## config.mk

```make
export PLATFORM = sky130hd
export DESIGN_NAME = udis_top
export DESIGN_NICKNAME = d
export VERILOG_FILES = /design/src/logic/udis_pkg.sv /design/src/logic/udis_top.sv
export VERILOG_INCLUDE_DIRS = /design/src /design/src/logic
export SDC_FILE = /design/constraint.sdc
export NUM_CORES = 1
export LEC_CHECK = 0
export ABC_CLOCK_PERIOD_IN_PS = 2300
export BUFFER_PORTS_ARGS = -buffer_cell sky130_fd_sc_hd__buf_2
export CAP_MARGIN = 20
export CORE_UTILIZATION = 25
export CTS_CLUSTER_SIZE = 30
export DETAILED_ROUTE_END_ITERATION = 6
export SKIP_CTS_REPAIR_TIMING = 1
export SYNTH_ARGS = -nofsm -noshare
export SYNTH_HDL_FRONTEND = slang
export SYNTH_SLANG_ARGS = --single-unit
```

## constraint.sdc

```tcl
create_clock -name aclk -period 2.3 [get_ports aclk]
set_input_delay 0.23 -clock aclk [delete_from_list [all_inputs] [get_ports aclk]]
set_output_delay 0.23 -clock aclk [all_outputs]
set_load 0.02 [all_outputs]
```

## src/logic/udis_map.svh

```systemverilog
// Register map, field positions and timing counts of the USB interrupt status block.
`ifndef UDIS_MAP_SVH
`define UDIS_MAP_SVH
`define UDIS_ADDR_W        8
`define UDIS_OFF_STATUS    8'h18
`define UDIS_OFF_ENABLE    8'h1c
`define UDIS_OFF_CLEAR     8'h20
`define UDIS_OFF_CONTROL   8'h24
`define UDIS_STATUS_RESET  32'h0000_0000
`define UDIS_STATUS_MASK   32'h00ff_fdff
`define UDIS_BIT_EP1_RX    12
`define UDIS_BIT_CTRL_TX   11
`define UDIS_BIT_CTRL_RX   10
`define UDIS_BIT_SETUP     8
`define UDIS_BIT_VBUS      7
`define UDIS_BIT_DMA       6
`define UDIS_BIT_HS        5
`define UDIS_BIT_RESUME    4
`define UDIS_BIT_SUSPEND   3
`define UDIS_BIT_PSEUDO_FRAME_FLAG      2
`define UDIS_BIT_SOF       1
`define UDIS_BIT_BUS_RESET 0
`define UDIS_BIT_OTG_EN    0
`define UDIS_CLK_PERIOD_NS 8
`define UDIS_PSEUDO_FRAME_FLAG_FS_NS    1000000
`define UDIS_PSEUDO_FRAME_FLAG_HS_NS    125000
`define UDIS_SE0_NS        2000000
`define UDIS_PSEUDO_FRAME_FLAG_FS_CYC   (`UDIS_PSEUDO_FRAME_FLAG_FS_NS / `UDIS_CLK_PERIOD_NS)
`define UDIS_PSEUDO_FRAME_FLAG_HS_CYC   (`UDIS_PSEUDO_FRAME_FLAG_HS_NS / `UDIS_CLK_PERIOD_NS)
`define UDIS_SE0_CYC       ((`UDIS_SE0_NS + `UDIS_CLK_PERIOD_NS - 1) / `UDIS_CLK_PERIOD_NS)
`define UDIS_RESP_OKAY     2'h0
`define UDIS_RESP_DECERR   2'h3
`endif

```

## src/logic/udis_pkg.sv

```systemverilog
// Types shared by the USB interrupt status block.
package udis_pkg;
    typedef struct packed {
        logic [6:1] ep_rx;     // Endpoint receive buffer events.
        logic [6:1] ep_tx;     // Endpoint transmit buffer events.
        logic       ctrl_tx;   // Control endpoint transmit buffer event.
        logic       ctrl_rx;   // Control endpoint receive buffer event.
        logic       setup;     // SETUP token received.
        logic       sof;       // Frame start packet received.
        logic       bus_reset; // Bus reset detected.
    } udis_evt_s;
    typedef struct packed {
        logic       high_speed; // Link runs at high speed.
        logic       suspended;  // Bus is in suspend.
        logic [7:0] dma_reason; // Contents of the DMA reason register.
    } udis_link_s;
endpackage

```

## src/logic/udis_top.sv

```systemverilog
// Interrupt status, enable and clear registers with an AXI4-Lite slave.
`timescale 1ns/1ps
`include "udis_map.svh"
module udis_top #(
    parameter int PSEUDO_FRAME_FLAG_FS_CYC = `UDIS_PSEUDO_FRAME_FLAG_FS_CYC,
    parameter int PSEUDO_FRAME_FLAG_HS_CYC = `UDIS_PSEUDO_FRAME_FLAG_HS_CYC,
    parameter int SE0_CYC     = `UDIS_SE0_CYC
) (
    input  wire udis_pkg::udis_evt_s  evt,    // One-cycle event pulses.
    input  wire udis_pkg::udis_link_s link,   // Link state levels.
    input  wire logic              vbus_pin,    // Bus supply sense pin.
    input  wire logic              dp_pin,      // Data plus line level.
    input  wire logic              dm_pin,      // Data minus line level.
    output logic                   irq,         // Interrupt, active high.
    input  wire logic              aclk,        // Clock.
    input  wire logic              aresetn,     // Synchronous reset, active low.
    input  wire logic [7:0]        s_awaddr,    // Write address.
    input  wire logic              s_awvalid,   // Write address valid.
    output logic                   s_awready,   // Write address ready.
    input  wire logic [31:0]       s_wdata,     // Write data.
    input  wire logic [3:0]        s_wstrb,     // Write byte strobes.
    input  wire logic              s_wvalid,    // Write data valid.
    output logic                   s_wready,    // Write data ready.
    output logic [1:0]             s_bresp,     // Write response.
    output logic                   s_bvalid,    // Write response valid.
    input  wire logic              s_bready,    // Write response ready.
    input  wire logic [7:0]        s_araddr,    // Read address.
    input  wire logic              s_arvalid,   // Read address valid.
    output logic                   s_arready,   // Read address ready.
    output logic [31:0]            s_rdata,     // Read data.
    output logic [1:0]             s_rresp,     // Read response.
    output logic                   s_rvalid,    // Read data valid.
    input  wire logic              s_rready     // Read data ready.
);
    // ****************************************
    // Pin synchronisers and edge detection.
    // ****************************************
    logic [2:0] vbus_q;
    logic [1:0] dp_q;
    logic [1:0] dm_q;
    logic       hs_q;
    logic       suspend_flag_q;
    logic [7:0] dma_q;

    // The third supply stage holds the previous synchronised level for the edge detector.
    always_ff @(posedge aclk) begin
        if (!aresetn) begin
            vbus_q <= 3'h0;
            dp_q   <= 2'h0;
            dm_q   <= 2'h0;
            hs_q   <= 1'h0;
            suspend_flag_q <= 1'h0;
            dma_q  <= 8'h00;
        end else begin
            vbus_q <= {vbus_q[1:0], vbus_pin};
            dp_q   <= {dp_q[0], dp_pin};
            dm_q   <= {dm_q[0], dm_pin};
            hs_q   <= link.high_speed;
            suspend_flag_q <= link.suspended;
            dma_q  <= link.dma_reason;
        end
    end

    wire vbus_rise = vbus_q[1] & ~vbus_q[2];
    wire hs_rise   = link.high_speed & ~hs_q & ~link.suspended;
    wire suspend_flag_rise = link.suspended & ~suspend_flag_q;
    wire suspend_flag_fall = ~link.suspended & suspend_flag_q;
    wire dma_chg   = link.dma_reason != dma_q;
    wire se0       = ~dp_q[1] & ~dm_q[1];

    // ****************************************
    // Pseudo frame timer and single-ended zero timer.
    // ****************************************
    logic [16:0] pseudo_frame_flag_cnt_q;
    logic [17:0] se0_cnt_q;
    logic        otg_en_q;

    // The period follows the present speed, so a speed change applies at once.
    wire [16:0] pseudo_frame_flag_lim  = link.high_speed ? 17'(PSEUDO_FRAME_FLAG_HS_CYC - 1) : 17'(PSEUDO_FRAME_FLAG_FS_CYC - 1);
    wire        pseudo_frame_flag_tick = pseudo_frame_flag_cnt_q >= pseudo_frame_flag_lim;
    wire        se0_hit   = otg_en_q & se0 & (se0_cnt_q == 18'(SE0_CYC - 1));

    always_ff @(posedge aclk) begin
        if (!aresetn) begin
            pseudo_frame_flag_cnt_q <= 17'h0;
            se0_cnt_q  <= 18'h0;
        end else begin
            pseudo_frame_flag_cnt_q <= pseudo_frame_flag_tick ? 17'h0 : pseudo_frame_flag_cnt_q + 17'h1;
            // The counter saturates so that a long SE0 reports once, and it rearms when SE0 ends.
            if (!(otg_en_q & se0))
                se0_cnt_q <= 18'h0;
            else if (se0_cnt_q != 18'(SE0_CYC))
                se0_cnt_q <= se0_cnt_q + 18'h1;
        end
    end

    // ****************************************
    // Event vector.
    // ****************************************
    logic [31:0] set_vec;
    always_comb begin
        set_vec = 32'h0;
        for (int i = 1; i <= 6; i++) begin
            set_vec[`UDIS_BIT_EP1_RX + 2*(i-1)]     = evt.ep_rx[i];
            set_vec[`UDIS_BIT_EP1_RX + 2*(i-1) + 1] = evt.ep_tx[i];
        end
        set_vec[`UDIS_BIT_CTRL_TX]   = evt.ctrl_tx;
        set_vec[`UDIS_BIT_CTRL_RX]   = evt.ctrl_rx;
        set_vec[`UDIS_BIT_SETUP]     = evt.setup;
        set_vec[`UDIS_BIT_VBUS]      = vbus_rise;
        set_vec[`UDIS_BIT_DMA]       = dma_chg;
        set_vec[`UDIS_BIT_HS]        = hs_rise;
        set_vec[`UDIS_BIT_RESUME]    = suspend_flag_fall;
        set_vec[`UDIS_BIT_SUSPEND]   = suspend_flag_rise;
        set_vec[`UDIS_BIT_PSEUDO_FRAME_FLAG]      = pseudo_frame_flag_tick;
        set_vec[`UDIS_BIT_SOF]       = evt.sof;
        // In on-the-go mode the SE0 timer replaces the bus reset source of bit 0.
        set_vec[`UDIS_BIT_BUS_RESET] = otg_en_q ? se0_hit : evt.bus_reset;
    end

    // ****************************************
    // AXI4-Lite write channel.
    // ****************************************
    logic        aw_full_q;
    logic        w_full_q;
    logic [7:0]  awaddr_q;
    logic [31:0] wdata_q;
    logic [3:0]  wstrb_q;
    logic        bvalid_q;
    logic [1:0]  bresp_q;
    logic [31:0] status_q;
    logic [31:0] enable_q;

    // Address and data may come in either order; each is held until its partner arrives.
    assign s_awready = ~aw_full_q & ~bvalid_q;
    assign s_wready  = ~w_full_q & ~bvalid_q;
    wire aw_take = s_awvalid & s_awready;
    wire w_take  = s_wvalid & s_wready;
    wire [7:0]  wr_addr = aw_full_q ? awaddr_q : s_awaddr;
    wire [31:0] wr_data = w_full_q ? wdata_q : s_wdata;
    wire [3:0]  wr_strb = w_full_q ? wstrb_q : s_wstrb;
    wire        wr_go   = (aw_full_q | aw_take) & (w_full_q | w_take);
    wire [31:0] wr_mask = {{8{wr_strb[3]}}, {8{wr_strb[2]}}, {8{wr_strb[1]}}, {8{wr_strb[0]}}};
    wire [31:0] wr_bits = wr_data & wr_mask;
    wire sel_status  = wr_addr == `UDIS_OFF_STATUS;
    wire sel_enable  = wr_addr == `UDIS_OFF_ENABLE;
    wire sel_clear   = wr_addr == `UDIS_OFF_CLEAR;
    wire sel_control = wr_addr == `UDIS_OFF_CONTROL;
    wire wr_known    = sel_status | sel_enable | sel_clear | sel_control;
    wire [31:0] clr_vec = (wr_go & (sel_status | sel_clear)) ? wr_bits : 32'h0;

    always_ff @(posedge aclk) begin
        if (!aresetn) begin
            aw_full_q <= 1'h0;
            w_full_q  <= 1'h0;
            awaddr_q  <= 8'h00;
            wdata_q   <= 32'h0;
            wstrb_q   <= 4'h0;
            bvalid_q  <= 1'h0;
            bresp_q   <= `UDIS_RESP_OKAY;
        end else begin
            if (aw_take)
                awaddr_q <= s_awaddr;
            if (w_take) begin
                wdata_q <= s_wdata;
                wstrb_q <= s_wstrb;
            end
            aw_full_q <= wr_go ? 1'h0 : (aw_full_q | aw_take);
            w_full_q  <= wr_go ? 1'h0 : (w_full_q | w_take);
            if (wr_go) begin
                bvalid_q <= 1'h1;
                bresp_q  <= wr_known ? `UDIS_RESP_OKAY : `UDIS_RESP_DECERR;
            end else if (s_bready)
                bvalid_q <= 1'h0;
        end
    end
    assign s_bvalid = bvalid_q;
    assign s_bresp  = bresp_q;

    // ****************************************
    // Registers.
    // ****************************************
    always_ff @(posedge aclk) begin
        if (!aresetn) begin
            status_q <= `UDIS_STATUS_RESET;
            enable_q <= 32'h0;
            otg_en_q <= 1'h0;
        end else begin
            // A same-cycle event beats the clear so that no event is lost.
            status_q <= ((status_q & ~clr_vec) | set_vec) & `UDIS_STATUS_MASK;
            if (wr_go & sel_enable)
                enable_q <= ((enable_q & ~wr_mask) | wr_bits) & `UDIS_STATUS_MASK;
            if (wr_go & sel_control & wr_strb[0])
                otg_en_q <= wr_data[`UDIS_BIT_OTG_EN];
        end
    end

    assign irq = |(status_q & enable_q);

    // ****************************************
    // AXI4-Lite read channel.
    // ****************************************
    logic        rvalid_q;
    logic [31:0] rdata_q;
    logic [1:0]  rresp_q;

    assign s_arready = ~rvalid_q;
    wire ar_take = s_arvalid & s_arready;
    wire rd_status  = s_araddr == `UDIS_OFF_STATUS;
    wire rd_enable  = s_araddr == `UDIS_OFF_ENABLE;
    wire rd_clear   = s_araddr == `UDIS_OFF_CLEAR;
    wire rd_control = s_araddr == `UDIS_OFF_CONTROL;
    // Unmapped reads return zero together with a decode error response.
    wire [31:0] rd_val = rd_status ? status_q :
                         rd_enable ? enable_q :
                         rd_control ? {31'h0, otg_en_q} : 32'h0;
    wire rd_known = rd_status | rd_enable | rd_clear | rd_control;

    always_ff @(posedge aclk) begin
        if (!aresetn) begin
            rvalid_q <= 1'h0;
            rdata_q  <= 32'h0;
            rresp_q  <= `UDIS_RESP_OKAY;
        end else if (ar_take) begin
            rvalid_q <= 1'h1;
            rdata_q  <= rd_val;
            rresp_q  <= rd_known ? `UDIS_RESP_OKAY : `UDIS_RESP_DECERR;
        end else if (s_rready)
            rvalid_q <= 1'h0;
    end
    assign s_rvalid = rvalid_q;
    assign s_rdata  = rdata_q;
    assign s_rresp  = rresp_q;
endmodule

```

## Yosys cells after proc, flatten, opt, wreduce, memory -nomap -nowiden

Index checks and enable logic that the tools add are counted.
Widths: inputs -> output; s select.

| cells by class | value |
|---|---|
| mux-type cells | 15 |
| order comparisons | 1 |
| $add $sub $neg | 2 |
| equality and inequality tests | 11 |
| bitwise gates (word level) | 46 |
| reductions and logical operators | 6 |

Operator list:

| cell | count |
|---|---|
| $and 24x24->24 | 4 |
| $mux 24 | 4 |
| $not 24->24 | 2 |
| $or 24x24->24 | 2 |
| $eq 8x5->1 const B | 4 |
| $eq 8x6->1 const B | 4 |
| $reduce_or 32->1 | 1 |
| $add 18x1->18 const B | 1 |
| $and 1x1->1 | 18 |
| $eq 18x18->1 const B | 1 |
| $ne 18x18->1 const B | 1 |
| $add 17x1->17 const B | 1 |
| $ge 17x17->1 | 1 |
| $mux 17 | 1 |
| $not 1->1 | 11 |
| $or 1x1->1 | 9 |
| $mux 8 | 1 |
| $ne 8x8->1 | 1 |
| $mux 1 | 6 |
| $mux 2 | 2 |
| $reduce_bool 2->1 | 2 |
| $reduce_or 2->1 | 2 |
| $mux 3 | 1 |
| $reduce_and 2->1 | 1 |

| word-level totals | value |
|---|---|
| bits of input ports | 89 |
| register bits after elaboration | 174 |

## Longest topological paths before layout

| depth | value |
|---|---|
| word-level depth | 10 |
| mapped depth | 8 |

## Least setup slack after synthesis

OpenSTA, ideal clock, no wires.

| timing | value |
|---|---|
| path type | reg2reg |
| from | register pseudo_frame_flag_cnt_q[6] |
| to | register pseudo_frame_flag_cnt_q[10] |
| arrival | 1935 ps |
| path slack | 300 ps |
| data required time | 2235 ps |
| stages on the path, launching flop included | 8 |
| cell sequence | dfxtp_1 -> ha_1 -> a2111oi_0 -> nor3_1 -> o31ai_1 -> nand4_1 -> clkbuf_1 -> nor2_1 |

| between the ends | value |
|---|---|
| word-level cells in the longest chain between the ends | 2 |
| elaborated cells on any way between the ends | 3 |

RTL lines:

| element | line | text |
|---|---|---|
| from (decl) | udis_top.sv:74 | `logic [16:0] pseudo_frame_flag_cnt_q;` |
| from (signal assigned) | udis_top.sv:88 | `pseudo_frame_flag_cnt_q <= pseudo_frame_flag_tick ? 17'h0 : pseudo_frame_flag_cnt_q + 17'h1;` |
| $ge 17x17->1 | udis_top.sv:80 | `wire pseudo_frame_flag_tick = pseudo_frame_flag_cnt_q >= pseudo_frame_flag_lim;` |
| $reduce_or 2->1 (no source line) | -- |  |

Parallel ways exist; a longest one is shown, timed or not.
A chain may end at the register's enable or synchronous reset.

==> reports/results.ini <==
[outcome]
status=finished, final reports clean

[worst_setup_path]
worstPathMaxFanout=3
endpoint_kind=output pin
r2r_cells=5
worstPathRequired_ns=2.07
crit_type=reg -> out
cp_top_family=compound AO/OA/AOI/OAI gates
slowest_stage=dfxtp_1
path_buf_inv=1
r2r-start=se0_cnt_q[5]
slowest_delay_ns=0.35
startpoint_type=register
arrival_ns=1.90
cp_cell_sequence=a22o_1, a221oi_1, nand3_1, nor2_1, nand4_1, buf_2
worstReg2RegEnd=se0_cnt_q[1]
r2r_slack_ns=0.19

[global_routing]
globalRouteOverflowTotal=0
grt_pass1_vias=5424
grt_max_degree=68
grt_antenna_before_repair=9
grt_pass1_wl_um=28700
track_usage_pct=13.0

[route]
drtIter0Drc=405
ant_nets=0
post-route-drc-count=0
drt-total-wl_um=18500
vias_per_cell=4.49
firstDrtPassIters=5
routedWlPerCell_um=14.3
vias=5817

[place]
place_area_um2=7960
place_hpwl_um=13600
gp_congestion=0.765
dpl_worst_slack_ns=0.108
portBuffers=111

[finish]
final_common_cell=dfxtp_1
nets=1012
area_growth_pct=22.4
multiInputGateArea_um2=3500
register_area_um2=3240
design_area_um2=8570
mostFrequentLayoutCells=162 x dfxtp_1, 111 x buf_2, 109 x nor2_1
final_layout_size_suffix_gt1_share_pct=19.9
fillCellCount=2889

[logic_synthesis]
synth_seq_area_share_pct=46.3
ys_types=53
synth_ff_type=dfxtp_1
ys_warn_count=0
synth-edff-count=0
synth_area_um2=7000
netlist_instances=803
synth-async-reset-ratio_pct=0
synth.avg_cell_area_um2=8.72
synth-seq-cells=162

[cts]
clock_sinks=162
cts_root_buf=clkbuf_16
cts.path.max_buffers=2
htreeDepth=4
cts_tree=done
cts_buffers=17
clkLatencyLatePin_ns=0.42
clkTransAtPathRegs_ns=0.06

[sta]
period_share_pct=92.5
max_freq_ghz=0.470
period_minus_slack_ns=2.13
finClkSkew_ns=0.00673
setup_viol=0
worstMarginPinSlew_ns=0.825
setup_ws_ns=0.172
drv_slew=0
rsz0062_at_grt=no
relSlewSlack_pct=44.8
fin_tns_setup_ns=0
final_hold_viol_count=0

[floorplanning]
dieArea_um2=28700
core_area_um2=27300
fp.dieW_um=169
num_rows=60
io_pins=131
start_util_pct=25.7
fp.dieH_um=169

[worst_hold_path]
holdPathEnd=dp_q[0]
min_from=dp_pin
hp-class=in -> reg
hold_depth=2

[flow_run]
drv_cap=0

[pwr]
max-vdd-ir-drop_uv=538
cellLeakagePower_nw=3.31
power_mw=6.59
power_density_nw_per_um2=769

[cells in the mapped netlist, types with 2 or more instances]
| cell type | number | share of area, % |
|---|---|---|
| mux2_2 | 9 | 1.4 |
| nand3_1 | 14 | 1.0 |
| and2_1 | 18 | 1.6 |
| nor4_4 | 2 | 0.61 |
| and4_1 | 6 | 0.75 |
| a21oi_1 | 64 | 4.6 |
| nor2_1 | 111 | 5.9 |
| nor2b_1 | 3 | 0.27 |
| nor3_1 | 28 | 2.0 |
| clkbuf_1 | 33 | 1.8 |
| buf_4 | 11 | 1.2 |
| buf_2 | 3 | 0.21 |
| xor2_1 | 20 | 2.5 |
| o21ai_0 | 31 | 2.2 |
| nor4_1 | 8 | 0.71 |
| xnor2_1 | 18 | 2.3 |
| nor3b_1 | 2 | 0.21 |
| nand3b_1 | 4 | 0.43 |
| o2bb2ai_1 | 7 | 0.88 |
| a31oi_1 | 3 | 0.27 |
| nand2_1 | 97 | 5.2 |
| nand2b_1 | 5 | 0.45 |
| or4b_2 | 2 | 0.29 |
| a21o_1 | 2 | 0.21 |
| nand4_1 | 14 | 1.3 |
| mux2i_1 | 23 | 3.3 |
| and3_1 | 6 | 0.54 |
| dfxtp_1 | 162 | 46 |
| a211oi_1 | 14 | 1.5 |
| ha_1 | 14 | 2.5 |
| a221oi_1 | 23 | 2.9 |
| inv_1 | 13 | 0.70 |
| or4_1 | 2 | 0.21 |
| a211oi_2 | 2 | 0.36 |
| or2_2 | 2 | 0.18 |
| buf_6 | 2 | 0.32 |
| a22oi_1 | 9 | 0.96 |
[power by group]
group	total, mW	leakage, nW	internal (mW)	switching [mW]
clock network	2.82	0.284	1.61	1.20
registers	3.02	1.33	2.94	0.0836
logic	0.751	1.70	0.286	0.464
total	6.59	3.31	4.84	1.75
[worst reg2reg max path, delay by kind of cell (launching register included)]
family	cells	cell delay [ns]
AND/OR/NAND/NOR	4	1.45
flip-flops	1	0.33
multiplexers	1	0.20
[cell type report]
class,count,share of cell area [%]
clock buffers,17,4.96
repair buffers,129,8.38
diodes,3,0.0876
inverters,13,0.570
multi-input cells,586,40.9
clock inverters,14,1.83
flip-flops and latches,162,37.9
well taps,372,5.43
[worst max-delay path by stage]
stage / startpoint / end / slack, ns / cells past startpoint
after detailed placement: s_awaddr[7] / status_q[21] / 0.11 / 6
after global placement: s_awaddr[7] / register / 0.13 / 6
after CTS: awaddr_q[7] / status_q[14] / 0.07 / 6
after floorplan: pseudo_frame_flag_cnt_q[6] / pseudo_frame_flag_cnt_q[10] / 0.30 / 7
after global routing: pseudo_frame_flag_cnt_q[6] / pseudo_frame_flag_cnt_q[8] / 0.001 / 7
final: register / irq / 0.17 / 6
[through the flow]
stage | hold WS (ns) | instances | utilization, %
after floorplan | 0.329 | 811 | -
after CTS | -0.0270 | 1292 | 31.4
after detailed placement | 0.422 | 1261 | 29.2
after global routing | 0.0106 | 1294 | 31.4
after global placement | 0.416 | 1261 | 29.2
final | 0.0190 | 1296 | 31.4
[cells by family (layout without fill, tap and decap cells)]
group	after synthesis	in the layout	synth area share (%)
AOI/OAI and AO/OA	164	164	15.1
xor gates and xnor gates	38	38	4.75
adders and majority gates	14	14	2.50
buffers and inverters	63	173	4.23
DFF	162	162	46.3
muxes	32	32	4.73
other	1	12	0.0535
and+or+nand+nor	329	329	22.3
[layer usage]
layer / track usage (%) / part of all wire (%)
met2: 20.1 / 45
met4: 4.31 / 1.5
met1: 16.8 / 48
met5: 0 / 0.32
met3: 4.27 / 5.9
No activity file was read; power rests on OpenSTA's default activity.
